### src/rtl/bsc_pkg.sv
// Constants and types shared by both ends of the speed and commutation block.
// ============================================================================
// What this block does
// RQ1 - Non-time quantities are 24-bit signed 1.23 fractions.
// RQ2 - Minus one is 0x800000, maximum is 0x7FFFFF.
// RQ3 - Periods are kept as raw timer tick counts.
// RQ4 - Software gives gains as 32-bit 9.23 fractions.
// RQ5 - Gain becomes 9.15 or 1.23 by magnitude.
// RQ6 - Speed uses revolution period; option selects sector.
// RQ7 - Sector spans two Hall edges; six make revolution.
// RQ8 - Revolution period refreshed on every Hall edge.
// RQ9 - Speed equals scaling constant divided by period.
// RQ10 - Software precomputes the scaling constant.
// RQ11 - Each Hall edge applies off command, then on.
// RQ12 - Software supplies command pairs per edge and direction.
// RQ13 - Command word holds channel, two states, options.
// RQ14 - States: on high, on low, off low, off high.
// RQ15 - Option keeps or negates the signed duty.
// RQ16 - On-option immediate; off-option waits for next on.
// RQ17 - Decrement tables follow the timing in reverse.
// RQ18 - Options top byte, then complementary, base, channel.
// RQ19 - Overflow or zero period saturates speed to maximum.
package bsc_pkg;

  // ==========================================================================
  // Fractional format
  localparam int          FRAC_W   = 24;
  localparam logic [23:0] FRAC_MIN = 24'h800000;
  localparam logic [23:0] FRAC_MAX = 24'h7FFFFF;
  localparam int          GAIN_W   = 32;
  localparam int          GAIN_FRAC_LSB = 23;
  localparam int          GAIN_WIDE_LSB = 8;
  localparam logic [23:0] GAIN_RST = 24'h000000;

  // ==========================================================================
  // Periods and speed
  localparam int          PER_W     = 24;
  localparam int          SCALE_W   = 32;
  localparam int          SECTORS   = 6;
  localparam logic [31:0] SCALE_RST = 32'h00000000;

  // ==========================================================================
  // Commutation command word
  localparam int          CMD_W        = 32;
  localparam int          CMD_CH_LSB   = 0;
  localparam int          CMD_BASE_LSB = 8;
  localparam int          CMD_COMP_LSB = 16;
  localparam int          CMD_OPT_LSB  = 24;
  localparam int          TBL_AW       = 5;
  localparam int          TBL_N        = 32;
  localparam logic [7:0]  OPT_DUTY_KEEP   = 8'h00;
  localparam logic [7:0]  OPT_DUTY_NEGATE = 8'h01;

  typedef enum logic [1:0] {
    ST_ON_HIGH,
    ST_ON_LOW,
    ST_OFF_LOW,
    ST_OFF_HIGH
  } bsc_chst_type;

  typedef enum logic [1:0] {
    SEQ_IDLE,
    SEQ_OFF,
    SEQ_ON
  } bsc_seq_type;

  typedef enum logic [1:0] {
    WR_GAIN,
    WR_SCALE,
    WR_CFG,
    WR_TABLE
  } bsc_wr_type;

endpackage : bsc_pkg
### src/rtl/bsc_link_if.sv
// Link between the configuring party and the speed and commutation device.
`timescale 1ns/1ps
interface bsc_link_if;
  // Configuration writes, one-cycle strobes.
  logic        gain_we;
  logic [31:0] gain_ext;
  logic        scale_we;
  logic [31:0] scale;
  logic        cfg_we;
  logic        sector_sel;
  logic        tbl_we;
  logic [4:0]  tbl_addr;
  logic [31:0] tbl_data;
  // Results back from the device.
  logic [23:0] speed;
  logic        speed_valid;
  logic [23:0] gain_int;
  logic        gain_wide;

  modport dev (
    input  gain_we, gain_ext, scale_we, scale, cfg_we, sector_sel,
    input  tbl_we, tbl_addr, tbl_data,
    output speed, speed_valid, gain_int, gain_wide
  );
  modport host (
    output gain_we, gain_ext, scale_we, scale, cfg_we, sector_sel,
    output tbl_we, tbl_addr, tbl_data,
    input  speed, speed_valid, gain_int, gain_wide
  );
endinterface : bsc_link_if

### src/rtl/bsc_dev.sv
// Device end: gain conversion, period measurement, speed and commutation.
`timescale 1ns/1ps
module bsc_dev #(
  parameter int PW  = 24,
  parameter int NPH = 3
) (
  // Clock and reset
  input  wire logic                   clk,
  input  wire logic                   sys_rst,
  // Configuration link
  bsc_link_if.dev                     lnk,
  // Hall edge decoder and timebase
  input  wire logic                   hall_edge,
  input  wire logic [1:0]             hall_phase,
  input  wire logic                   hall_rise,
  input  wire logic                   dir_dec,
  input  wire logic                   tick,
  // PWM phase channels
  output bsc_pkg::bsc_chst_type [NPH-1:0] base_state,
  output bsc_pkg::bsc_chst_type [NPH-1:0] comp_state,
  output logic [NPH-1:0]              duty_negate,
  output logic [NPH-1:0]              duty_negate_next,
  // Measurements
  output logic [PW-1:0]               sector_period,
  output logic [PW+2:0]               rev_period
);

  localparam int RW = PW + 3;

  // ==========================================================================
  // State
  typedef struct packed {
    logic [23:0]                        gain_int;
    logic                               gain_wide;
    logic [31:0]                        scale;
    logic                               use_sector;
    logic [bsc_pkg::TBL_N-1:0][31:0]    tbl;
    logic [PW-1:0]                      tick_cnt;
    logic [bsc_pkg::SECTORS-1:0][PW-1:0] hist;
    logic [PW-1:0]                      sector;
    logic [RW-1:0]                      rev;
    logic                               div_go;
    logic [3:0]                         cmd_base;
    bsc_pkg::bsc_seq_type               seq;
    bsc_pkg::bsc_chst_type [NPH-1:0]    bst;
    bsc_pkg::bsc_chst_type [NPH-1:0]    cst;
    logic [NPH-1:0]                     neg;
    logic [NPH-1:0]                     pend;
  } bsc_dev_st_type;

  bsc_dev_st_type        s_q;
  bsc_dev_st_type        s_d;
  logic [31:0]           cmd;
  logic [7:0]            ch;
  bsc_pkg::bsc_chst_type cmd_bst;
  bsc_pkg::bsc_chst_type cmd_cst;
  logic                  cmd_off;
  logic                  cmd_neg;
  logic [RW-1:0]         divisor;
  logic                  div_done;
  logic [23:0]           div_quot;

  // ==========================================================================
  // Next state
  always_comb begin
    s_d = s_q;
    s_d.div_go = 1'b0;
    cmd = '0;

    // ========================================================================
    // Gain conversion: values that fit in one sign bit keep full fraction
    // resolution, larger ones drop eight fraction bits to keep the range.
    if (lnk.gain_we) begin
      if (lnk.gain_ext[31:bsc_pkg::GAIN_FRAC_LSB] == '0 ||
          lnk.gain_ext[31:bsc_pkg::GAIN_FRAC_LSB] == '1) begin
        s_d.gain_int  = lnk.gain_ext[23:0]; // RQ5
        s_d.gain_wide = 1'b0;
      end else begin
        s_d.gain_int  = lnk.gain_ext[31:bsc_pkg::GAIN_WIDE_LSB]; // RQ5
        s_d.gain_wide = 1'b1;
      end
    end
    if (lnk.scale_we) begin
      s_d.scale = lnk.scale;
    end
    if (lnk.cfg_we) begin
      s_d.use_sector = lnk.sector_sel; // RQ6
    end
    if (lnk.tbl_we) begin
      s_d.tbl[lnk.tbl_addr] = lnk.tbl_data; // RQ12
    end

    // ========================================================================
    // Tick counter holds at its top value for a stalled rotor.
    if (tick && s_q.tick_cnt != '1) begin
      s_d.tick_cnt = s_q.tick_cnt + PW'(1); // RQ3
    end

    // ========================================================================
    // Commutation sequence: off command first, on command next cycle.
    case (s_q.seq)
      bsc_pkg::SEQ_OFF: begin
        cmd    = s_q.tbl[{s_q.cmd_base, 1'b0}]; // RQ11
        s_d.seq = bsc_pkg::SEQ_ON;
      end
      bsc_pkg::SEQ_ON: begin
        cmd    = s_q.tbl[{s_q.cmd_base, 1'b1}]; // RQ11
        s_d.seq = bsc_pkg::SEQ_IDLE;
      end
      default: begin
        cmd    = '0;
        s_d.seq = bsc_pkg::SEQ_IDLE;
      end
    endcase

    // ========================================================================
    // Command decode: the idle word is never applied, so an empty table slot
    // only matters while a sequence is running.
    ch      = cmd[bsc_pkg::CMD_CH_LSB +: 8]; // RQ18
    cmd_bst = bsc_pkg::bsc_chst_type'(cmd[bsc_pkg::CMD_BASE_LSB +: 2]); // RQ14
    cmd_cst = bsc_pkg::bsc_chst_type'(cmd[bsc_pkg::CMD_COMP_LSB +: 2]); // RQ14
    cmd_neg = (cmd[bsc_pkg::CMD_OPT_LSB +: 8] == bsc_pkg::OPT_DUTY_NEGATE); // RQ15
    // Both off states have the upper state bit set.
    cmd_off = cmd[bsc_pkg::CMD_BASE_LSB + 1]; // RQ14

    // A channel byte beyond the last phase is ignored rather than wrapped.
    if (s_q.seq != bsc_pkg::SEQ_IDLE && ch < 8'(NPH)) begin // RQ13
      s_d.bst[ch[1:0]] = cmd_bst;
      s_d.cst[ch[1:0]] = cmd_cst;
      if (cmd_off) begin
        // A phase going off keeps its option for the next switch-on.
        s_d.pend[ch[1:0]] = cmd_neg; // RQ16
      end else begin
        s_d.neg[ch[1:0]] = cmd_neg; // RQ15
      end
    end

    // ========================================================================
    // Hall edge: close the sector and slide the six-sector window.
    // A new edge in the off step restarts the sequence; the older off command
    // still lands, its on command is lost. The window starts from zeros, so the
    // first five revolution periods after reset read short.
    if (hall_edge) begin
      s_d.sector   = s_q.tick_cnt; // RQ7
      s_d.tick_cnt = tick ? PW'(1) : '0;
      s_d.hist     = {s_q.hist[bsc_pkg::SECTORS-2:0], s_q.tick_cnt}; // RQ7
      s_d.rev      = RW'(s_q.rev + RW'(s_q.tick_cnt)
                         - RW'(s_q.hist[bsc_pkg::SECTORS-1])); // RQ8
      s_d.cmd_base = {dir_dec, hall_phase, hall_rise}; // RQ17
      s_d.seq      = bsc_pkg::SEQ_OFF; // RQ11
      s_d.div_go   = 1'b1;
    end

    if (sys_rst) begin
      s_d = s_q;
    end
  end

  always_ff @(posedge clk) begin
    if (sys_rst) begin
      s_q            <= '0;
      s_q.gain_int   <= bsc_pkg::GAIN_RST;
      s_q.scale      <= bsc_pkg::SCALE_RST;
      s_q.seq        <= bsc_pkg::SEQ_IDLE;
      // Phases leave reset switched off with both pins low.
      s_q.bst        <= '{default: bsc_pkg::ST_OFF_LOW};
      s_q.cst        <= '{default: bsc_pkg::ST_OFF_LOW};
    end else begin
      s_q <= s_d;
    end
  end

  // ==========================================================================
  // Speed: scaling constant over the chosen period, one edge after the
  // period update so the new value is used.
  assign divisor = s_q.use_sector ? RW'(s_q.sector) : s_q.rev; // RQ6

  bsc_div #(
    .NW (bsc_pkg::SCALE_W),
    .DW (RW)
  ) i_bsc_div (
    .clk      (clk),
    .sys_rst  (sys_rst),
    .start    (s_q.div_go),
    .dividend (s_q.scale),
    .divisor  (divisor),
    .done     (div_done),
    .quot     (div_quot)
  ); // RQ9

  // ==========================================================================
  // Outputs
  assign lnk.speed       = div_quot; // RQ1
  assign lnk.speed_valid = div_done;
  assign lnk.gain_int    = s_q.gain_int;
  assign lnk.gain_wide   = s_q.gain_wide;

  // One set of channel outputs per phase; the PWM side reads the option
  // of a phase only while that phase is switched on.
  for (genvar p = 0; p < NPH; p++) begin : g_phase
    assign base_state[p]       = s_q.bst[p];
    assign comp_state[p]       = s_q.cst[p];
    assign duty_negate[p]      = s_q.neg[p];
    assign duty_negate_next[p] = s_q.pend[p];
  end
  assign sector_period    = s_q.sector;
  assign rev_period       = s_q.rev;

endmodule // bsc_dev

### src/rtl/bsc_div.sv
// Sequential divider for speed, saturating to the largest fraction.
`timescale 1ns/1ps
module bsc_div #(
  parameter int NW = 32,
  parameter int DW = 27
) (
  // Clock and reset
  input  wire logic          clk,
  input  wire logic          sys_rst,
  // Request
  input  wire logic          start,
  input  wire logic [NW-1:0] dividend,
  input  wire logic [DW-1:0] divisor,
  // Result
  output logic               done,
  output logic [23:0]        quot
);

  typedef struct packed {
    logic          busy;
    logic [5:0]    cnt;
    logic [DW-1:0] rem;
    logic [NW-1:0] q;
    logic [DW-1:0] dv;
    logic          done;
    logic [23:0]   res;
  } bsc_div_st_type;

  bsc_div_st_type s_q;
  bsc_div_st_type s_d;
  logic [DW:0]    r;

  always_comb begin
    s_d = s_q;
    s_d.done = 1'b0;
    r = {s_q.rem, s_q.q[NW-1]};
    if (start) begin
      // A new request restarts any division still running.
      s_d.busy = 1'b1;
      s_d.cnt  = 6'(NW);
      s_d.rem  = '0;
      s_d.q    = dividend;
      s_d.dv   = divisor;
    end else if (s_q.busy) begin
      s_d.q = {s_q.q[NW-2:0], (r >= {1'b0, s_q.dv})};
      if (r >= {1'b0, s_q.dv}) begin
        s_d.rem = DW'(r - {1'b0, s_q.dv});
      end else begin
        s_d.rem = r[DW-1:0];
      end
      s_d.cnt = s_q.cnt - 6'h01;
      if (s_q.cnt == 6'h01) begin
        s_d.busy = 1'b0;
        s_d.done = 1'b1;
        if (s_q.dv == '0 || s_d.q[NW-1:23] != '0) begin // RQ2
          s_d.res = bsc_pkg::FRAC_MAX; // RQ19
        end else begin
          s_d.res = s_d.q[23:0]; // RQ9
        end
      end
    end
  end

  always_ff @(posedge clk) begin
    if (sys_rst) begin
      s_q <= '0;
    end else begin
      s_q <= s_d;
    end
  end

  assign done = s_q.done;
  assign quot = s_q.res;

endmodule // bsc_div

### src/flat_wrapper.sv
// flat-port wrapper written by rule: the top's interface ports become plain ports
module bsc_dev_flat 
#(
  parameter int PW  = 24,
  parameter int NPH = 3
)
  (clk, sys_rst, hall_edge, hall_phase, hall_rise, dir_dec, tick, base_state, comp_state, duty_negate, duty_negate_next, sector_period, rev_period, lnk_gain_we, lnk_gain_ext, lnk_scale_we, lnk_scale, lnk_cfg_we, lnk_sector_sel, lnk_tbl_we, lnk_tbl_addr, lnk_tbl_data, lnk_speed, lnk_speed_valid, lnk_gain_int, lnk_gain_wide);
  bsc_link_if lnk_i ();
  input  wire logic clk;
  input  wire logic sys_rst;
  input  wire logic hall_edge;
  input  wire logic [1:0] hall_phase;
  input  wire logic hall_rise;
  input  wire logic dir_dec;
  input  wire logic tick;
  output bsc_pkg::bsc_chst_type [NPH-1:0] base_state;
  output bsc_pkg::bsc_chst_type [NPH-1:0] comp_state;
  output logic [NPH-1:0] duty_negate;
  output logic [NPH-1:0] duty_negate_next;
  output logic [PW-1:0] sector_period;
  output logic [PW+2:0] rev_period;
  input wire logic [$bits(lnk_i.gain_we)-1:0] lnk_gain_we;
  input wire logic [$bits(lnk_i.gain_ext)-1:0] lnk_gain_ext;
  input wire logic [$bits(lnk_i.scale_we)-1:0] lnk_scale_we;
  input wire logic [$bits(lnk_i.scale)-1:0] lnk_scale;
  input wire logic [$bits(lnk_i.cfg_we)-1:0] lnk_cfg_we;
  input wire logic [$bits(lnk_i.sector_sel)-1:0] lnk_sector_sel;
  input wire logic [$bits(lnk_i.tbl_we)-1:0] lnk_tbl_we;
  input wire logic [$bits(lnk_i.tbl_addr)-1:0] lnk_tbl_addr;
  input wire logic [$bits(lnk_i.tbl_data)-1:0] lnk_tbl_data;
  output wire logic [$bits(lnk_i.speed)-1:0] lnk_speed;
  output wire logic [$bits(lnk_i.speed_valid)-1:0] lnk_speed_valid;
  output wire logic [$bits(lnk_i.gain_int)-1:0] lnk_gain_int;
  output wire logic [$bits(lnk_i.gain_wide)-1:0] lnk_gain_wide;
  assign lnk_i.gain_we = lnk_gain_we;
  assign lnk_i.gain_ext = lnk_gain_ext;
  assign lnk_i.scale_we = lnk_scale_we;
  assign lnk_i.scale = lnk_scale;
  assign lnk_i.cfg_we = lnk_cfg_we;
  assign lnk_i.sector_sel = lnk_sector_sel;
  assign lnk_i.tbl_we = lnk_tbl_we;
  assign lnk_i.tbl_addr = lnk_tbl_addr;
  assign lnk_i.tbl_data = lnk_tbl_data;
  assign lnk_speed = lnk_i.speed;
  assign lnk_speed_valid = lnk_i.speed_valid;
  assign lnk_gain_int = lnk_i.gain_int;
  assign lnk_gain_wide = lnk_i.gain_wide;
  bsc_dev #(.PW(PW), .NPH(NPH)) u_core (.clk(clk), .sys_rst(sys_rst), .lnk(lnk_i), .hall_edge(hall_edge), .hall_phase(hall_phase), .hall_rise(hall_rise), .dir_dec(dir_dec), .tick(tick), .base_state(base_state), .comp_state(comp_state), .duty_negate(duty_negate), .duty_negate_next(duty_negate_next), .sector_period(sector_period), .rev_period(rev_period));
endmodule
### config.mk
export PLATFORM = sky130hd
export DESIGN_NAME = bsc_dev_flat
export DESIGN_NICKNAME = d
export VERILOG_FILES = /design/src/rtl/bsc_pkg.sv /design/src/rtl/bsc_link_if.sv /design/src/rtl/bsc_dev.sv /design/src/rtl/bsc_div.sv /design/src/flat_wrapper.sv
export SDC_FILE = /design/constraint.sdc
export NUM_CORES = 2
export LEC_CHECK = 0
export CAP_MARGIN = 20
export CORE_MARGIN = 2
export CORE_UTILIZATION = 60
export CTS_BUF_LIST = sky130_fd_sc_hd__clkbuf_2
export CTS_CLUSTER_SIZE = 30
export DETAILED_ROUTE_END_ITERATION = 7
export DONT_BUFFER_PORTS = 1
export PLACE_DENSITY = 0.79
export SYNTH_ARGS = -nofsm -noshare
export SYNTH_HDL_FRONTEND = slang
export SYNTH_SLANG_ARGS = --single-unit
### constraint.sdc
create_clock -name clk -period 3.5 [get_ports clk]
set_clock_uncertainty 0.15 [all_clocks]
set_input_delay 0.875 -clock clk [delete_from_list [all_inputs] [get_ports clk]]
set_output_delay 0.875 -clock clk [all_outputs]
set_load 0.05 [all_outputs]
==> metrics.yaml, run 1 <==
globalplace.congestion: 0.8909
cts_buffers: 274
yosysSeqAreaShare_pct: 45.78
tool.error: "[ERROR GRT-0232] Routing congestion too high. Check the congestion heatmap in the GUI."
cts_max_path_buffers: 4
yosys_warnings: 0
synthDistinctLibCells: 82
synth_cells: 5458
num_rows: 100
grt_usage_pct: 75.81
fp.dieH_um: 278.7
cts.sink_count: 1035
synth_seq_cells: 1035
grt_max_degree: 497
ios: 233
place_area_um2: 45140
cts_root_buffer: "clkbuf_2"
synthesis.area_um2: 45260
post-cts-setup-buffer-count: 0
place_ws_ps: -25.38
synth_most_common_cell: "nand2_1"
failed_stage: "5_1_grt"
synthesis.nets: 5657
yosysTopAreaCell: "dfxtp_1"
die_w_um: 278.7
yosysTopAreaCellShare_pct: 45.78
dp_hpwl_um: 74440
avgSynthCellArea_um2: 8.293
grt-worst-endpoint: "u_core.rev_period[26]$_SDFFE_PP0P_/D"
htree_levels: 5
status: "aborted with a tool error"
async_flop_share_pct: 0
place_inst: 6040
grt_overflow: 1408
start_util_pct: 60.70
synthTopCellsByCount: "1,422 x nand2_1, 1,035 x dfxtp_1, 743 x a21oi_1, 437 x nor2_1, 373 x clkbuf_1"
yosys-top-cells-area: "dfxtp_1 46%, nand2_1 12%, a21oi_1 8.2%, mux2i_1 6.5%, mux4_2 4.0%"
synth_enable_flop_cells: 0
io_buffers: 0
synthFlopType: "dfxtp_1"
worst-ep-kind: "register input"
==> layer usage <==
layer | overflow | global-route usage [%]
met1 | 27 | 73.00
met2 | 802 | 90.84
met3 | 68 | 62.20
met4 | 503 | 80.01
met5 | 8 | 43.96
==> cells by family after synthesis <==
logic type               synth area share (%)
AND/OR/NAND/NOR                         19.52
AO/OA/AOI/OAI                           13.42
buffers and inverters                   6.900
adder cells (fa/ha/maj)                 2.764
XOR/XNOR                                1.084
multiplexers                            10.54
flip-flops                              45.78
==> stage by stage <==
step           setup TNS (ps)  util, %
4_1_cts                     0    80.47
3_5_place_dp           -50.97    60.54
2_1_floorplan               0        -
3_3_place_gp           -6.328    60.54
==> timing repair <==
| item | in CTS |
|---|---|
| endpoints found under the hold margin | 1005 |
| endpoints found under the setup margin | 5 |
| resized for setup | 2 |
| hold buffers | 1227 |
| pin swaps | 1 |
==> run 2: changes to the inputs <==
CORE_UTILIZATION = 40   (was 60)
CTS_BUF_LIST = unset   (was sky130_fd_sc_hd__clkbuf_2)
CTS_CLUSTER_SIZE = unset   (was 30)
PLACE_DENSITY = unset   (was 0.79)
PLACE_DENSITY_LB_ADDON = 0.15   (was unset)
clock period = 4.55 ns   (was 3.5 ns; I/O delays follow)
==> run 2 against run 1 <==
The flow now finishes, with violations (max-slew violations). Synthesized cell count did not move. Area after synthesis did not move.
==> metrics.yaml, run 2 <==
maxUsedRoutingLayer: "met4"
start_util_pct: 40.29  # -20 points
synth_seq_cells: 1035  # unchanged
power_density_nw_per_um2: 459.8
place_area_um2: 45430  # +0.65%
yosys-top-cells-area: "dfxtp_1 46%, nand2_1 12%, a21oi_1 8.2%, mux2i_1 6.5%, mux4_2 4.0%"
cts_root_buffer: "clkbuf_16"
synthesis.nets: 5657  # unchanged
hold_viol: 0
routed_wl_um: 128900
avgSynthCellArea_um2: 8.293  # unchanged
largest_reg_flops: 847
antenna_found_initial: 1
cts_resized: 0  # -2
holdWs_ps: 297.6
cts_tree: "yes"
final_cell_mix: "1,422 x nand2_1, 1,030 x dfxtp_1, 743 x a21oi_1"
timing.fmax_mhz: 257.5
post-cts-setup-buffer-count: 0  # unchanged
violations: "max-slew violations"
dieArea_um2: 115900
hold_end: "u_core.s_q[946]"
slew_viol_final: 747
rsz0062_at_grt: "no"
clkSlewWorstSetupHoldPaths_ps: 60
wl_met3_um: 6344
final.min_clock_period_ps: 3884
postRouteAntennaNets: 0
cts_buffers: 113  # -59%
die_w_um: 340.4  # +22%
period_share_pct: 85.36
synthesis.area_um2: 45260  # unchanged
worst_hold_path_type: "reg2reg"
fp.dieH_um: 340.4  # +22%
synth_cells: 5458  # unchanged
endpoint_kind: "register"
drt-met1-wl_um: 60050
relSlewSlack_pct: -173.9
cap_violations: 0
cts_hold_buffers: 0  # -100%
status: "finished with violations"
grt_max_degree: 936
num_rows: 123  # +23%
drc_errors: 0
htree_levels: 3  # -2
cts.sink_count: 1035  # unchanged
dp_hpwl_um: 78300  # +5.2%
cp.required_ps: 4950
yosysTopAreaCell: "dfxtp_1"
timing.rr.end: "u_core.rev_period[20]"
synthFlopType: "dfxtp_1"
start_kind: "register"
synthDistinctLibCells: 82  # unchanged
wl_met2_um: 59390
setup_tns_ps: 0
reg2reg_from: "u_core.s_q[223]"
ir_worst_vdd_v: 0.0003155
synth_enable_flop_cells: 0  # unchanged
tightest_slew_ps: 4108
synth_most_common_cell: "nand2_1"
min_path_cells: 2
worstSetupPathType: "reg2reg"
async_flop_share_pct: 0  # unchanged
first_global_vias: 33250
yosysTopAreaCellShare_pct: 45.78  # unchanged
firstDrtPassIters: 5
top_register: "u_core.s_q"
wire_per_inst_um: 19.13
arrival_ps: 4290
rr_worst_depth: 13
grt_pass1_wl_um: 199600
finalSetupViolations: 0
nets: 5342
drive_above_1_share_pct: 7.791
path_max_fanout: 5
cts_max_path_buffers: 3  # -1
drt-initial-drc-count: 2994
design_area_um2: 49370
core_um2: 112300
hold_start: "u_core.s_q[946]"
globalplace.congestion: 0.8254  # -7.4%
vias: 35300
io_buffers: 0  # unchanged
p_leak_uw: 0.01774
yosysSeqAreaShare_pct: 45.78  # unchanged
area_growth_pct: 9.083
r2r_slack_ps: 670
yosys_warnings: 0  # unchanged
insertion_delay_ps: 700
grt_usage_pct: 21.62
synthTopCellsByCount: "1,422 x nand2_1, 1,035 x dfxtp_1, 743 x a21oi_1, 437 x nor2_1, 373 x clkbuf_1"
final_common_cell: "nand2_1"
ios: 233  # unchanged
via_per_inst: 5.239
grt_overflow: 0
-- run 2: cell counts after synthesis --
No cell type changed its count.
-- run 2: logic make-up (layout without fill, tap and decap cells) --
group | Yosys count | count (layout) | share of synthesized area (%)
AND/OR/NAND/NOR | 2152 | 2152 | 19.52
flip-flops | 1035 | 1035 | 45.78
other | 0 | 1 | 0
multiplexers | 376 | 376 | 10.54
buffers and inverters | 692 | 471 | 6.900
XOR/XNOR | 56 | 56 | 1.084
AO/OA/AOI/OAI | 1062 | 1062 | 13.42
adder cells (fa/ha/maj) | 85 | 85 | 2.764
-- run 2: layer usage --
metal / vias to the layer above / global-route usage (%)
met1: 16720 / 30.33
li1: 17620 / -
met2: 781 / 34.87
met3: 183 / 2.955
met5: - / 0
met4: 0 / 5.745
-- run 2: final cells by class --
cell class | count | area [µm²]
Tap cell | 1500 | 1877
Sequential cell | 1035 | 20740
Clock inverter | 31 | 456.7
Inverter | 158 | 593.1
Fill cell | 11230 | 62970
Antenna cell | 1 | 2.502
Timing Repair Buffer | 104 | 840.8
Multi-Input combinational cell | 3731 | 21450
Clock buffer | 178 | 3423
-- run 2: worst max path at each step --
stage / start / end / slack (ps) / cells after the start
after floorplan: u_core.rev_period[1] / u_core.rev_period[26] / 990 / 12
after global placement: u_core.s_q[22] / u_core.comp_state[0] / 710 / 9
after detailed placement: u_core.s_q[22] / u_core.comp_state[0] / 670 / 9
after CTS: u_core.s_q[22] / u_core.comp_state[0] / 640 / 9
after global routing: u_core.s_q[221] / u_core.rev_period[22] / 310 / 13
final: u_core.s_q[223] / u_core.rev_period[20] / 670 / 13
-- run 2: where the power goes --
group	total [µW]	internal, µW	switching (µW)
combinational	3590	1450	2140
sequential	9600	9280	317
clock	9520	5750	3760
-- run 2: critical path, cell delays in order, from the launching register on --
cell	delay, ps
dfxtp_1	430
inv_2	90
fa_1	510
inv_1	50
ha_1	330
o21ai_0	150
o21ai_1	280
a2111oi_0	160
buf_4	170
o41ai_2	670
a21boi_1	250
o21ai_0	260
xnor2_1	160
o22ai_1	80
-- run 2: per-stage QoR --
stage | setup WS (ps) | instances | power, µW | util, %
global route | 311.5 | 6737 | 23730 | 43.95
floorplan | 993.6 | 5458 | 12760 | -
finish | 665.9 | 6738 | 22700 | 43.95
detailed placement | 669.1 | 6525 | 13370 | 40.44
CTS | 638.6 | 6734 | 22980 | 43.90
global placement | 711.0 | 6525 | 13360 | 40.44
Note: power is estimated with default switching activity, not from simulation.
